`src/hdl/fupc_pkg.sv`:
```
// shared constants, states and carriers of the flash user erase/program controller
package fupc_pkg;

    // ****************************************
    // register offsets
    // ****************************************
    localparam logic [2:0] REG_KEY = 3'h0;
    localparam logic [2:0] REG_CTL = 3'h1;
    localparam logic [2:0] REG_SEC_HI = 3'h2;
    localparam logic [2:0] REG_SEC_LO = 3'h3;
    localparam logic [2:0] REG_STATUS = 3'h4;

    // ****************************************
    // values and fields
    // ****************************************
    localparam logic [7:0] KEY_VALUE = 8'ha5;
    localparam logic [7:0] KEY_RESET = 8'h00;
    localparam logic [7:0] CTL_RESET = 8'h00;
    localparam logic [7:0] SEC_RESET = 8'h00;
    localparam logic [7:0] RD_ZERO = 8'h00;
    localparam logic [6:0] CTL_MODE_ERASE = 7'h50;
    localparam logic [6:0] CTL_MODE_PROG = 7'h28;
    localparam int START_BIT = 0;
    localparam int STAT_BUSY = 0;
    localparam int STAT_KEY = 1;
    localparam int STAT_TOOL = 2;
    localparam int STAT_ERASING = 3;
    localparam int OFFSET_W = 7;
    localparam int SECTOR_W = 6;
    localparam int ADDR_W = 13;
    localparam int SEC_HI_W = 6;
    localparam logic [OFFSET_W-1:0] OFFSET_ZERO = 7'h00;

    // ****************************************
    // timing
    // ****************************************
    localparam int CLK_HZ = 20_000_000;
    localparam int ERASE_TIME_MS = 4;
    localparam int PROG_TIME_US = 25;
    localparam int ERASE_CYCLES = (ERASE_TIME_MS * CLK_HZ + 999) / 1000;
    localparam int PROG_CYCLES = (PROG_TIME_US * (CLK_HZ / 1000) + 999) / 1000;
    localparam int TIMER_W = 17;
    localparam logic [TIMER_W-1:0] TIMER_ZERO = 17'h0_0000;
    localparam logic [TIMER_W-1:0] TIMER_ONE = 17'h0_0001;

    // ****************************************
    // states and carriers
    // ****************************************
    typedef enum logic [1:0] {
        FUPC_IDLE = 2'b00,
        FUPC_ERASE = 2'b01,
        FUPC_PROG = 2'b10
    } fupc_state_e;

    typedef struct packed {
        logic wr;
        logic rd;
        logic [2:0] addr;
        logic [7:0] wdata;
    } fupc_reg_req_s;

    typedef struct packed {
        logic valid;
        logic [15:0] addr;
        logic [7:0] data;
    } fupc_store_s;

    typedef struct packed {
        logic erase;
        logic prog_byte;
        logic [ADDR_W-1:0] addr;
        logic [7:0] data;
    } fupc_flash_cmd_s;

endpackage

```
`src/hdl/fupc_ctrl.sv`:
```
// flash user erase/program controller: registers, sequencer and cpu stall
`timescale 1ns/1ps
`default_nettype none

//
// Function
// (RULE1) only whole-sector erase exists in user program mode
// (RULE2) array holds 64 or 32 sectors of 128 bytes each
// (RULE3) software erases the target sector before programming bytes there
// (RULE4) erase lasts at least 4 ms after its start
// (RULE5) no sector erase while a tool program mode is active
// (RULE6) erase sequence: key, sector address, control 10100001B, key cleared
// (RULE7) software writes the key right before starting an erase
// (RULE8) start bit 0 to 1 with valid key erases, then self-clears
// (RULE9) start with invalid key erases nothing and start bit stays set
// (RULE10) bytes programmed one at a time by table store instructions
// (RULE11) program sequence: key, control 0101000XB, store, key cleared
// (RULE12) software loads the sector base before each byte write
// (RULE13) software gives address as register pair and data in register
// (RULE14) programming ignores the start bit value
// (RULE15) key resets to zero; only 10100101B enables user programming
// (RULE16) cpu stalls during erase and resumes on its own
// (RULE17) sector address low bits 6 to 0 are ignored
// (RULE18) table stores without a valid key leave the array untouched
module fupc_ctrl #(
    parameter int ERASE_CYCLES = fupc_pkg::ERASE_CYCLES
) (
    // clock and reset
    input wire logic core_clk_i,
    input wire logic rst_i,
    // register port
    input wire fupc_pkg::fupc_reg_req_s reg_req_i,
    output logic [7:0] reg_rdata_o,
    // table store from cpu
    input wire fupc_pkg::fupc_store_s store_i,
    // device state
    input wire logic tool_mode_i,
    input wire logic small_array_i,
    // flash array and cpu
    output fupc_pkg::fupc_flash_cmd_s flash_cmd_o,
    output logic cpu_stall_o
);

    // ****************************************
    // helpers
    // ****************************************
    // sector index from the address pair; the small array has no top sector bit
    function automatic logic [fupc_pkg::SECTOR_W-1:0] sector_of(
        input logic [7:0] hi,
        input logic [7:0] lo,
        input logic half_size
    );
        logic [fupc_pkg::SECTOR_W-1:0] s;
        s = {hi[fupc_pkg::SECTOR_W-2:0], lo[7]}; // RULE17
        if (half_size)
        begin
            s[fupc_pkg::SECTOR_W-1] = 1'b0; // RULE2
        end
        return s;
    endfunction

    // ****************************************
    // state
    // ****************************************
    fupc_pkg::fupc_state_e state;
    fupc_pkg::fupc_state_e next_state;
    logic [7:0] unlock_key;
    logic [7:0] next_unlock_key;
    logic [7:0] op_ctl;
    logic [7:0] next_op_ctl;
    logic [7:0] sec_hi;
    logic [7:0] next_sec_hi;
    logic [7:0] sec_lo;
    logic [7:0] next_sec_lo;
    logic [fupc_pkg::TIMER_W-1:0] timer;
    logic [fupc_pkg::TIMER_W-1:0] next_timer;
    fupc_pkg::fupc_flash_cmd_s next_flash_cmd;
    logic [7:0] next_rdata;

    logic key_valid;
    logic idle;
    logic wr_ctl;
    logic erase_go;
    logic erase_refused;
    logic store_go;
    logic [fupc_pkg::SECTOR_W-1:0] cur_sector;

    assign key_valid = (unlock_key == fupc_pkg::KEY_VALUE); // RULE15
    assign idle = (state == fupc_pkg::FUPC_IDLE);
    assign wr_ctl = reg_req_i.wr && (reg_req_i.addr == fupc_pkg::REG_CTL) && idle;
    assign cur_sector = sector_of(sec_hi, sec_lo, small_array_i);

    // start is a 0 to 1 edge of the start bit with erase mode selected
    assign erase_go = wr_ctl && reg_req_i.wdata[fupc_pkg::START_BIT]
        && !op_ctl[fupc_pkg::START_BIT]
        && (reg_req_i.wdata[7:1] == fupc_pkg::CTL_MODE_ERASE)
        && key_valid && !tool_mode_i; // RULE8 RULE5
    assign erase_refused = wr_ctl && reg_req_i.wdata[fupc_pkg::START_BIT]
        && !op_ctl[fupc_pkg::START_BIT]
        && (reg_req_i.wdata[7:1] == fupc_pkg::CTL_MODE_ERASE)
        && !(key_valid && !tool_mode_i); // RULE9
    // start bit plays no part in programming
    assign store_go = store_i.valid && idle && key_valid && !tool_mode_i
        && (op_ctl[7:1] == fupc_pkg::CTL_MODE_PROG); // RULE14 RULE18 RULE10

    // stall while the array is busy; covers erase and byte program
    assign cpu_stall_o = !idle; // RULE16

    // ****************************************
    // next values
    // ****************************************
    always_comb
    begin
        next_state = state;
        next_timer = timer;
        next_unlock_key = unlock_key;
        next_op_ctl = op_ctl;
        next_sec_hi = sec_hi;
        next_sec_lo = sec_lo;
        next_flash_cmd = '0;
        next_rdata = fupc_pkg::RD_ZERO;
        if (reg_req_i.wr && idle)
        begin
            unique case (reg_req_i.addr)
                fupc_pkg::REG_KEY: next_unlock_key = reg_req_i.wdata;
                fupc_pkg::REG_CTL: next_op_ctl = reg_req_i.wdata;
                fupc_pkg::REG_SEC_HI: next_sec_hi = reg_req_i.wdata;
                fupc_pkg::REG_SEC_LO: next_sec_lo = reg_req_i.wdata;
                default: next_unlock_key = unlock_key;
            endcase
        end
        if (reg_req_i.rd)
        begin
            unique case (reg_req_i.addr)
                fupc_pkg::REG_KEY: next_rdata = unlock_key;
                fupc_pkg::REG_CTL: next_rdata = op_ctl;
                fupc_pkg::REG_SEC_HI: next_rdata = sec_hi;
                fupc_pkg::REG_SEC_LO: next_rdata = sec_lo;
                fupc_pkg::REG_STATUS:
                begin
                    next_rdata[fupc_pkg::STAT_BUSY] = !idle;
                    next_rdata[fupc_pkg::STAT_KEY] = key_valid;
                    next_rdata[fupc_pkg::STAT_TOOL] = tool_mode_i;
                    next_rdata[fupc_pkg::STAT_ERASING] = (state == fupc_pkg::FUPC_ERASE);
                end
                default: next_rdata = fupc_pkg::RD_ZERO;
            endcase
        end
        unique case (state)
            fupc_pkg::FUPC_IDLE:
            begin
                if (erase_go)
                begin
                    // whole sector only, offset forced to zero
                    next_state = fupc_pkg::FUPC_ERASE; // RULE1
                    next_timer = fupc_pkg::TIMER_W'(ERASE_CYCLES - 1); // RULE4
                    next_flash_cmd.erase = 1'b1;
                    next_flash_cmd.addr = {sector_of(sec_hi, sec_lo, small_array_i),
                        fupc_pkg::OFFSET_ZERO}; // RULE17
                end
                else if (store_go)
                begin
                    next_state = fupc_pkg::FUPC_PROG;
                    next_timer = fupc_pkg::TIMER_W'(fupc_pkg::PROG_CYCLES - 1);
                    next_flash_cmd.prog_byte = 1'b1;
                    next_flash_cmd.addr = {cur_sector, store_i.addr[fupc_pkg::OFFSET_W-1:0]};
                    next_flash_cmd.data = store_i.data;
                end
            end
            fupc_pkg::FUPC_ERASE, fupc_pkg::FUPC_PROG:
            begin
                if (timer == fupc_pkg::TIMER_ZERO)
                begin
                    next_state = fupc_pkg::FUPC_IDLE;
                    if (state == fupc_pkg::FUPC_ERASE)
                    begin
                        next_op_ctl[fupc_pkg::START_BIT] = 1'b0; // RULE8
                    end
                end
                else
                begin
                    next_timer = timer - fupc_pkg::TIMER_ONE;
                end
            end
            default: next_state = fupc_pkg::FUPC_IDLE;
        endcase
        // a refused start simply keeps the written start bit; nothing clears it
    end

    // ****************************************
    // registers
    // ****************************************
    always_ff @(posedge core_clk_i)
    begin
        if (rst_i)
        begin
            state <= fupc_pkg::FUPC_IDLE;
            timer <= fupc_pkg::TIMER_ZERO;
            unlock_key <= fupc_pkg::KEY_RESET; // RULE15
            op_ctl <= fupc_pkg::CTL_RESET;
            sec_hi <= fupc_pkg::SEC_RESET;
            sec_lo <= fupc_pkg::SEC_RESET;
            flash_cmd_o <= '0;
            reg_rdata_o <= fupc_pkg::RD_ZERO;
        end
        else
        begin
            state <= next_state;
            timer <= next_timer;
            unlock_key <= next_unlock_key;
            op_ctl <= next_op_ctl;
            sec_hi <= next_sec_hi;
            sec_lo <= next_sec_lo;
            flash_cmd_o <= next_flash_cmd;
            reg_rdata_o <= next_rdata;
        end
    end
endmodule // fupc_ctrl

`default_nettype wire

```
`config.mk`:
```
export PLATFORM = sky130hd
export DESIGN_NAME = fupc_ctrl
export DESIGN_NICKNAME = d
export VERILOG_FILES = /design/src/hdl/fupc_pkg.sv /design/src/hdl/fupc_ctrl.sv
export SDC_FILE = /design/constraint.sdc
export NUM_CORES = 1
export LEC_CHECK = 0
export ABC_CLOCK_PERIOD_IN_PS = 2200
export BUFFER_PORTS_ARGS = -buffer_cell sky130_fd_sc_hd__buf_2
export CORE_ASPECT_RATIO = 1.5
export CORE_MARGIN = 5
export CORE_UTILIZATION = 45
export CTS_BUF_LIST = sky130_fd_sc_hd__clkbuf_4 sky130_fd_sc_hd__clkbuf_8
export DETAILED_ROUTE_END_ITERATION = 12
export HOLD_SLACK_MARGIN = 0.12
export PLACE_DENSITY_LB_ADDON = 0.12
export SYNTH_ARGS = -nofsm -noshare
export SYNTH_HDL_FRONTEND = slang
export SYNTH_SLANG_ARGS = --single-unit
```
`constraint.sdc`:
```
create_clock -name core_clk_i -period 2.2 [get_ports core_clk_i]
set_clock_uncertainty 0.05 [all_clocks]
set_input_delay 0.33 -clock core_clk_i [delete_from_list [all_inputs] [get_ports core_clk_i]]
set_output_delay 0.33 -clock core_clk_i [all_outputs]
set_load 0.01 [all_outputs]
```
After elaboration in Yosys (flattened, before gate mapping)
Cells that the tools add are included.
- output and inout bits: 32
- bits in registers: 82
- word-level logic and storage cells: 78
- input port bits: 42
- add/sub/neg operators: 1
- equal/unequal tests: 12
- bitwise logic cells: 3
- reductions and logical operators: 30
- mux-type cells: 19
- operator list (kind ; count):
    17-bit two-way mux ; 3
    17-bit case mux with 2 select lines ; 1
    22-bit two-way mux ; 1
    4-bit case mux with 5 select lines ; 1
    17-bit zero test ; 1
    17-bit by 1-bit subtractor with 17-bit output, second input constant ; 1
    4-bit case mux with 4 select lines ; 1
    13-bit two-way mux ; 1
    1-bit logical AND ; 12
    2-bit AND reduction ; 5
    8-bit equality test, second input constant ; 1
    7-bit by 6-bit equality test with 1-bit output, second input constant ; 1
    7-bit equality test, second input constant ; 1
    1-bit two-way mux ; 7
    3-bit by 2-bit equality test with 1-bit output, second input constant ; 2
    2-bit two-way mux ; 3
    2-bit OR reduction ; 3
    2-bit inequality test, second input constant ; 2
    2-bit case mux with 2 select lines ; 1
    4-bit OR reduction ; 1
    3-bit by 1-bit equality test with 1-bit output, second input constant ; 1
    3-bit equality test, second input constant ; 1
    1-bit zero test ; 3
    3-bit zero test ; 1
    other kinds (8) ; 10

Depth between registers and ports, before layout
Gate-level depths: netlist of the first run.
- depth in word-level cells: 10
- depth in mapped cells: 9
- depth with buffers taken out: 8

Worst setup path after synthesis of the first run
Ideal clock, no wire load.
- kind: reg-to-reg
- start: register timer[10] (netlist bit)
- end: register timer[1] (netlist bit)
- library setup time: 88 ps
- data required time: 2062 ps
- buffers on the path: 2
- arrival: 2186 ps
- stages on the path, launching flop included: 8
- slack: -124 ps
- clock period less this slack: 2324 ps
- cell sequence: dfxtp_1 -> or4_4 -> or3_1 -> buf_2 -> o32a_1 -> o21a_4 -> buf_6 -> a311oi_2
- word-level cells in the longest chain between the ends: 3
- ends and longest elaborated chain (item ; RTL line ; text):
    start: declaration ; fupc_ctrl.sv:75 ; logic [fupc_pkg::TIMER_W-1:0] timer;
    start signal: assignment ; fupc_ctrl.sv:198 ; timer <= fupc_pkg::TIMER_ZERO;
    start signal: assignment ; fupc_ctrl.sv:209 ; timer <= next_timer;
    17-bit zero test ; fupc_ctrl.sv:172 ; if (timer == fupc_pkg::TIMER_ZERO)
    2-bit inequality test (no line) ; n/a ;
    3-bit AND reduction (no line) ; n/a ;
Every way passes these cells.
A chain may end at the register's enable or synchronous reset.

Worst setup path in the final report of the first run
- start: register timer[13] (netlist bit)
- end: register timer[1] (netlist bit)
Same word-level chain as after synthesis.

==> impl_metrics.ini, run 1 <==
[detailed_routing]
drt-wirelength-per-cell_um = 15.7
num_vias = 3226
wl_um = 9450
post-route-drc-count = 0
viasPerCell = 5.37
ant_nets = 0
drt_iter0_markers = 178
dr.pass1.iters = 4

[synth]
syn_area_per_cell_um2 = 9.53
syn_inst = 371
synth_seq_cells = 82
synth_flop_cell = dfxtp_1
synth_area_leader_cell = dfxtp_1
synth_area_um2 = 3530
ys_types = 50
synth_edf_count = 0
syn_nets = 417
synth-async-reset-ratio_pct = 0
ys.warnings.count = 0
synthTopCellsByArea = dfxtp_1 (46%), mux2i_1 (11%), nor2_1 (5.2%)
yosysTopAreaCellShare_pct = 46.4
ys_seq_area_share_pct = 46.4

[sta]
fin_crit_sh_pct = 103
finalHoldViolCount = 0
finalSetupTns_ns = -0.235
maxSlewViolCount = 0
grt_setup_unrepaired = yes
period_needed_ns = 2.26
setup_slack_ns = -0.0633
slew_headroom_pct = 65.1
setup_violations = 7
max_freq_mhz = 442
worst_pin_slew_ns = 0.524

[worst_setup_path]
cp-start-kind = flip-flop
crit_required_ns = 2.42
cp_max_fo = 8
arrival_ns = 2.48
critPathKind = reg2reg
end_kind = flip-flop

[pwr]
clkPwrFrac_pct = 37.7
ir_worst_vdd_uv = 397
leakage_uw = 0.00210
p_per_area_nw_per_um2 = 564
p_sw_share_pct = 23.7
switchingPower_uw = 636
seqPwrFrac_pct = 56.1
p_comb_share_pct = 6.2
internal-power_uw = 2050

[clock_network]
insertion_delay_ns = 0.36
clock_path_buffers = 2
clk_pin_slew_ns = 0.08
cts_tree = yes
ctsRootBufferMaster = clkbuf_8
cts_made_buffers = 9
cts_sinks = 82
htreeDepth = 3

[final_layout]
final_cell_mix = dfxtp_1 (80), buf_2 (64), nor2_1 (48)
layout_commonest_cell = dfxtp_1
nFillCells = 687
drive_above_1_share_pct = 33.3
antenna_cells = 0
nNetsFinal = 540
final_core_util_pct = 62.1
multiInputGateArea_um2 = 1900
area_growth_pct = 34.7
final-seq-area_um2 = 1640

[grt]
grt_pass1_wl_um = 15100
antenna_found_initial = 0
first_global_vias = 3143
grt_max_degree = 32
gr-usage-all-layers_pct = 20.0
gr-total-overflow = 0

[place]
dp_slack_ns = -0.0341
gp_congestion = 0.837
port_buffers = 64
place_hpwl_um = 6520

[floorplan]
start_util_pct = 46.1
floorplan.rows = 39
die_x_um = 82.4
coreArea_um2 = 7660
die_area_um2 = 9760
ioPinCount = 74
die_h_um = 119

[status]
violations = setup timing
status = finished, violations left

[hold_path]
hp-class = in2reg

[job]
maxCapViolCount = 0
==> through the flow <==
stage | power (µW) | hold slack (ns) | instances | area (µm²)
floorplan | 1610 | 0.357 | 371 | 3530
global placement | 1680 | 0.411 | 563 | 4250
detailed placement | 1680 | 0.421 | 563 | 4250
CTS | 2700 | 0.201 | 597 | 4610
global route | 2800 | 0.211 | 601 | 4760
finish | 2680 | 0.218 | 601 | 4760
==> state kept, by name, indices dropped and copies added (netlist names) <==
register and flops:
timer 17, state 2, sec_hi 8, reg_rdata_o 8, op_ctl 8, flash_cmd_o 23, unlock_key 8, sec_lo 8
==> routing by layer <==
| layer | wire [µm] | vias to the layer above | track usage (%) |
|---|---|---|---|
| met5 | 0 | - | 0 |
| met4 | 216 | 0 | 8.84 |
| met3 | 388 | 19 | 3.50 |
| met2 | 5150 | 80 | 35.1 |
| met1 | 3690 | 1562 | 22.8 |
| li1 | - | 1565 | - |
==> cell families after synthesis <==
logic type      count (synthesis)  synth area share, %
compound gates                 67                 12.3
fa+ha+maj                       4                 1.42
buf+inv                        27                 3.11
flops                          82                 46.4
mux                            43                 13.9
simple gates                  148                 22.8
==> timing repair <==
action | 4_1_cts | 5_1_grt
hold buffers | 16 | 0
endpoints found under the hold margin | 16 | 0
cloned | 1 | 0
endpoints found under the setup margin | 4 | 24
pin swaps | 0 | 11
resized for setup | 1 | 35
buffers inserted | 1 | 4
==> Yosys cell counts (2+ instances only) <==
| master | number |
|---|---|
| and2_1 | 26 |
| o22ai_1 | 3 |
| or2b_1 | 2 |
| o41a_1 | 2 |
| nor3_1 | 13 |
| o21a_1 | 4 |
| a21oi_1 | 21 |
| nor4bb_1 | 3 |
| nor4b_1 | 4 |
| o21ai_0 | 20 |
| or3_1 | 3 |
| and3b_1 | 2 |
| inv_1 | 7 |
| nand3_1 | 4 |
| clkbuf_1 | 16 |
| nand4b_1 | 3 |
| mux2i_1 | 38 |
| nand2_1 | 12 |
| nand2b_1 | 7 |
| nor4_1 | 5 |
| nor2_1 | 49 |
| dfxtp_1 | 82 |
| and3_1 | 4 |
| a21boi_0 | 2 |
| a31oi_1 | 2 |
| o31a_1 | 3 |
| mux4_2 | 5 |
| nand4_1 | 2 |
| nor2b_1 | 3 |
| ha_1 | 4 |
==> area by class of cell <==
cell class	instances	share of cell area, %
tap	102	2.68
clock buffer	12	3.21
timing repair buffer	130	18.6
inverter	8	0.631
sequential	82	34.5
multi-input combinational	263	39.8
clock inverter	4	0.552
==> worst max-delay path, stage by stage, from the launching register on <==
cell and delay [ns]:
dfxtp_2 0.32, or4_4 0.53, or3_4 0.34, o32a_1 0.37, o21a_4 0.20, buf_6 0.13, a311oi_2 0.24
==> power groups by stage <==
stage	logic, µW	registers, µW	clock network [µW]
after CTS	163	1500	1040
after floorplan	77.8	1540	0
final	166	1510	1010
after detailed placement	140	1540	0
after global placement	138	1540	0
after global routing	181	1510	1110
==> path summary, 6_finish.rpt <==
| check | cells after the start | slack, ns | endpoint | from |
|---|---|---|---|---|
| max | 6 | -0.06 | timer[1]$_SDFFE_PP0P_ | timer[13]$_SDFFE_PP0P_ |
| min | 3 | 0.22 | reg_rdata_o[2]$_SDFF_PP0_ | tool_mode_i |
| max reg2reg | 6 | -0.06 | timer[1]$_SDFFE_PP0P_ | timer[13]$_SDFFE_PP0P_ |
| min reg2reg | 2 | 0.44 | timer[15]$_SDFFE_PP0P_ | timer[15]$_SDFFE_PP0P_ |
(Power assumes the default switching activity.)
==> run 2: changes to the inputs <==
Settings changed: ABC_CLOCK_PERIOD_IN_PS 2200 to 2910.
Clock period 2.2 ns to 2.91 ns, I/O delays scaled along.
==> impl_metrics.ini, run 2 (synthesis results as in run 1) <==
[status]
status = finished clean

[detailed_routing]
num_vias = 2898
viasPerCell = 5.35
ant_nets = 0
drt-wirelength-per-cell_um = 15.6
wl_um = 8450
post-route-drc-count = 0
dr.pass1.iters = 5
drt_iter0_markers = 89

[clock_network]
ctsRootBufferMaster = clkbuf_8
htreeDepth = 3
cts_sinks = 82
clk_pin_slew_ns = 0.08
post_cts_resized = 0
cts_hold_buf = 0
cts_made_buffers = 9
cts_tree = yes
insertion_delay_ns = 0.36
clock_path_buffers = 2
cts_setup_buffers = 0

[worst_setup_path]
cp-start-kind = flip-flop
end_kind = flip-flop
cp_max_fo = 10
r2r_slack_ns = 0.38
critPathKind = reg2reg
arrival_ns = 2.71
crit_required_ns = 3.08

[pwr]
leakage_uw = 0.00182
p_total_uw = 2110
ir_worst_vdd_uv = 298
p_per_area_nw_per_um2 = 506

[final_layout]
antenna_cells = 0
nNetsFinal = 481
regMostFlops = flash_cmd_o
final_core_util_pct = 54.5
multiInputGateArea_um2 = 1780
top_regs = flash_cmd_o x23, timer x17
drive_above_1_share_pct = 22.7
final-seq-area_um2 = 1640
largest_reg_flops = 23
layout_commonest_cell = dfxtp_1
final_cell_mix = dfxtp_1 (82), buf_2 (64), nor2_1 (49)
nFillCells = 734
area_growth_pct = 18.2
fin_cells = 542

[grt]
grt_max_degree = 55
antenna_found_initial = 0
first_global_vias = 2757
gr-usage-all-layers_pct = 18.4
gr-total-overflow = 0
grt_pass1_wl_um = 13700

[sta]
max_freq_mhz = 395
worst_pin_slew_ns = 0.654
whs_ns = 0.212
grt_setup_unrepaired = no
finalHoldViolCount = 0
maxSlewViolCount = 0
slew_headroom_pct = 56.0
period_needed_ns = 2.53
fin_crit_sh_pct = 87.0
setup_violations = 0
finalSetupTns_ns = 0

[floorplan]
floorplan.rows = 39
die_x_um = 82.4
start_util_pct = 46.1
coreArea_um2 = 7660
ioPinCount = 74
die_h_um = 119
die_area_um2 = 9760

[place]
gp_congestion = 0.854
port_buffers = 64
place_hpwl_um = 6130
place_inst = 526

[hold_path]
hp-class = in2reg

[job]
maxCapViolCount = 0
run 2: power by group:
part	switching (µW)	internal, µW
logic	56.2	44.5
registers	6.47	1130
clock network	408	465
total	471	1640
run 2: layout make-up:
| type | instances | area share [%] |
|---|---|---|
| sequential | 82 | 39.3 |
| clock inverter | 4 | 1.17 |
| clock buffer | 12 | 3.95 |
| tap | 102 | 3.06 |
| multi-input combinational | 262 | 42.7 |
| inverter | 8 | 0.719 |
| timing repair buffer | 72 | 9.11 |
run 2: routing by layer:
| metal | vias to the layer above | global-route usage [%] | routed length (µm) |
|---|---|---|---|
| li1 | 1449 | - | - |
| met1 | 1378 | 20.1 | 3380 |
| met2 | 60 | 32.4 | 4510 |
| met3 | 11 | 5.10 | 428 |
| met4 | 0 | 7.38 | 129 |
| met5 | - | 0 | 0 |
run 2: metrics by stage:
stage                     setup slack [ns]  cell area, µm²
after floorplan                      0.586            3530
after global placement               0.475            3960
after detailed placement             0.407            3960
after CTS                            0.391            4180
after global routing                 0.212            4180
final                                0.379            4180
run 2: final timing paths:
check / cells past startpoint / startpoint / end
max: 8 / state[1]$_SDFFE_PP0P_ / timer[5]$_SDFFE_PP0P_
min: 2 / small_array_i / flash_cmd_o[20]$_SDFF_PP0_
max reg2reg: 8 / state[1]$_SDFFE_PP0P_ / timer[5]$_SDFFE_PP0P_
min reg2reg: 1 / sec_hi[3]$_SDFFE_PP0P_ / flash_cmd_o[19]$_SDFF_PP0_
run 2: critical path, cell delays in order, from the launching register on:
cell and delay [ns]:
dfxtp_1 0.30, inv_1 0.08, ha_1 0.28, nor4bb_1 0.44, nand4b_1 0.25, a21oi_1 0.36
o21ai_2 0.22, nor4_1 0.32, nor3_1 0.08
==> run 3: changes to the inputs <==
==> constraint.sdc (replaced) <==
create_clock -name core_clk_i -period 2.91 [get_ports core_clk_i]
set_clock_uncertainty 0.05 [all_clocks]
set_input_delay 0.582 -clock core_clk_i [delete_from_list [all_inputs] [get_ports core_clk_i]]
set_output_delay 0.582 -clock core_clk_i [all_outputs]
set_load 0.01 [all_outputs]
==> impl_metrics.ini, run 3 (synthesis results as in run 1) <==
[clock_network]
clock_path_buffers = 2
clk_pin_slew_ns = 0.08
ctsRootBufferMaster = clkbuf_8
post_cts_resized = 0
cts_made_buffers = 9
cts_setup_buffers = 0
htreeDepth = 3
cts_tree = yes
cts_hold_buf = 0
cts_sinks = 82
insertion_delay_ns = 0.34

[detailed_routing]
ant_nets = 0
drt-wirelength-per-cell_um = 15.7
wl_um = 8500
drt_iter0_markers = 142
num_vias = 2905
dr.pass1.iters = 4
viasPerCell = 5.35
post-route-drc-count = 0

[grt]
gr-total-overflow = 0
grt_pass1_wl_um = 13900
grt_max_degree = 55
antenna_found_initial = 0
gr-usage-all-layers_pct = 18.2
first_global_vias = 2872

[pwr]
ir_worst_vdd_uv = 271
leakage_uw = 0.00182
p_per_area_nw_per_um2 = 497

[worst_setup_path]
crit_required_ns = 3.13
path_delay_family = simple AND/OR/NAND/NOR gates
r2r_start = state[0]$_SDFFE_PP0P_
r2r_cells = 8
path_cells = inv_1, ha_1, nor4bb_1, nand4b_1, a21oi_1, o21a_4, or2b_1, a21oi_1
critPathKind = reg2reg
r2r_slack_ns = 0.37
timing.rr.end = timer[16]$_SDFFE_PP0P_
cp_num_buf_inv = 1
slowest_delay_ns = 0.44
critPathSlowestCell = nor4bb_1
cp-start-kind = flip-flop
arrival_ns = 2.76
cp_max_fo = 18
end_kind = flip-flop
crit_top_cell = a21oi_1

[hold_path]
hold_depth = 2
hold_end = flash_cmd_o[20]$_SDFF_PP0_
hp-class = in2reg
min-delay-start = small_array_i

[final_layout]
drive_above_1_share_pct = 22.9
antenna_cells = 0
layout_commonest_cell = dfxtp_1
finalInstanceArea_um2 = 4180
regMostFlops = flash_cmd_o
area_growth_pct = 18.3
nNetsFinal = 483
final_cell_mix = dfxtp_1 (82), buf_2 (64), nor2_1 (49)
top_regs = flash_cmd_o x23, timer x17
largest_reg_flops = 23

[sta]
setup_violations = 0
fin_crit_sh_pct = 87.3
whs_ns = 0.364
grt_setup_unrepaired = no
slew_headroom_pct = 55.1
period_needed_ns = 2.54
finalSetupTns_ns = 0
finalHoldViolCount = 0
worst_pin_slew_ns = 0.667
maxSlewViolCount = 0
max_freq_mhz = 394

[place]
gp_congestion = 0.793
place_hpwl_um = 6130
port_buffers = 64
place_area_um2 = 3980

[status]
status = finished clean

[floorplan]
coreArea_um2 = 7660
start_util_pct = 46.1
floorplan.rows = 39
die_h_um = 119
die_area_um2 = 9760
ioPinCount = 74
die_x_um = 82.4

[job]
maxCapViolCount = 0
[run 3: where the power goes]
group | internal, µW | switching (µW)
Sequential | 1130 | 6.62
Clock | 439 | 400
Combinational | 45.4 | 55.9
Total | 1620 | 463
[run 3: worst reg2reg max path, stage by stage (launching register included)]
cell and delay (ns):
dfxtp_1 0.33, inv_1 0.08, ha_1 0.27, nor4bb_1 0.44
nand4b_1 0.26, a21oi_1 0.36, o21a_4 0.30, or2b_1 0.25
a21oi_1 0.14
[run 3: how the worst max path moves through the flow]
stage                        endpoint             startpoint  cells after the start
2_1_floorplan   timer[5]$_SDFFE_PP0P_           reg_req_i[8]                      7
3_3_place_gp   timer[16]$_SDFFE_PP0P_  state[1]$_SDFFE_PP0P_                      8
3_5_place_dp   timer[16]$_SDFFE_PP0P_  state[1]$_SDFFE_PP0P_                      8
4_1_cts        timer[16]$_SDFFE_PP0P_  state[1]$_SDFFE_PP0P_                      8
5_1_grt         timer[5]$_SDFFE_PP0P_  state[0]$_SDFFE_PP0P_                      8
6_report       timer[16]$_SDFFE_PP0P_  state[0]$_SDFFE_PP0P_                      8
[run 3: final cells by class]
class,count,area [µm²]
clock buffer,11,151
multi-input combinational,262,1780
timing repair buffer,74,395
tap,102,128
inverter,8,30.0
sequential,82,1640
clock inverter,4,51.3
fill,753,3480
[run 3: through the flow]
step | setup slack, ns | power, µW | std cells | util, %
after floorplan | 0.561 | 1220 | 371 | -
after global placement | 0.421 | 1270 | 528 | 51.9
after detailed placement | 0.396 | 1270 | 528 | 51.9
after CTS | 0.367 | 2100 | 543 | 54.6
after global routing | 0.160 | 2170 | 543 | 54.6
final | 0.371 | 2080 | 543 | 54.6
[run 3: metal layers]
metal	GRT usage, %	up-vias	wire (µm)
met2	31.8	70	4620
met1	21.6	1381	3400
met5	0	-	0
met4	6.03	0	114
li1	-	1445	-
met3	3.65	9	359
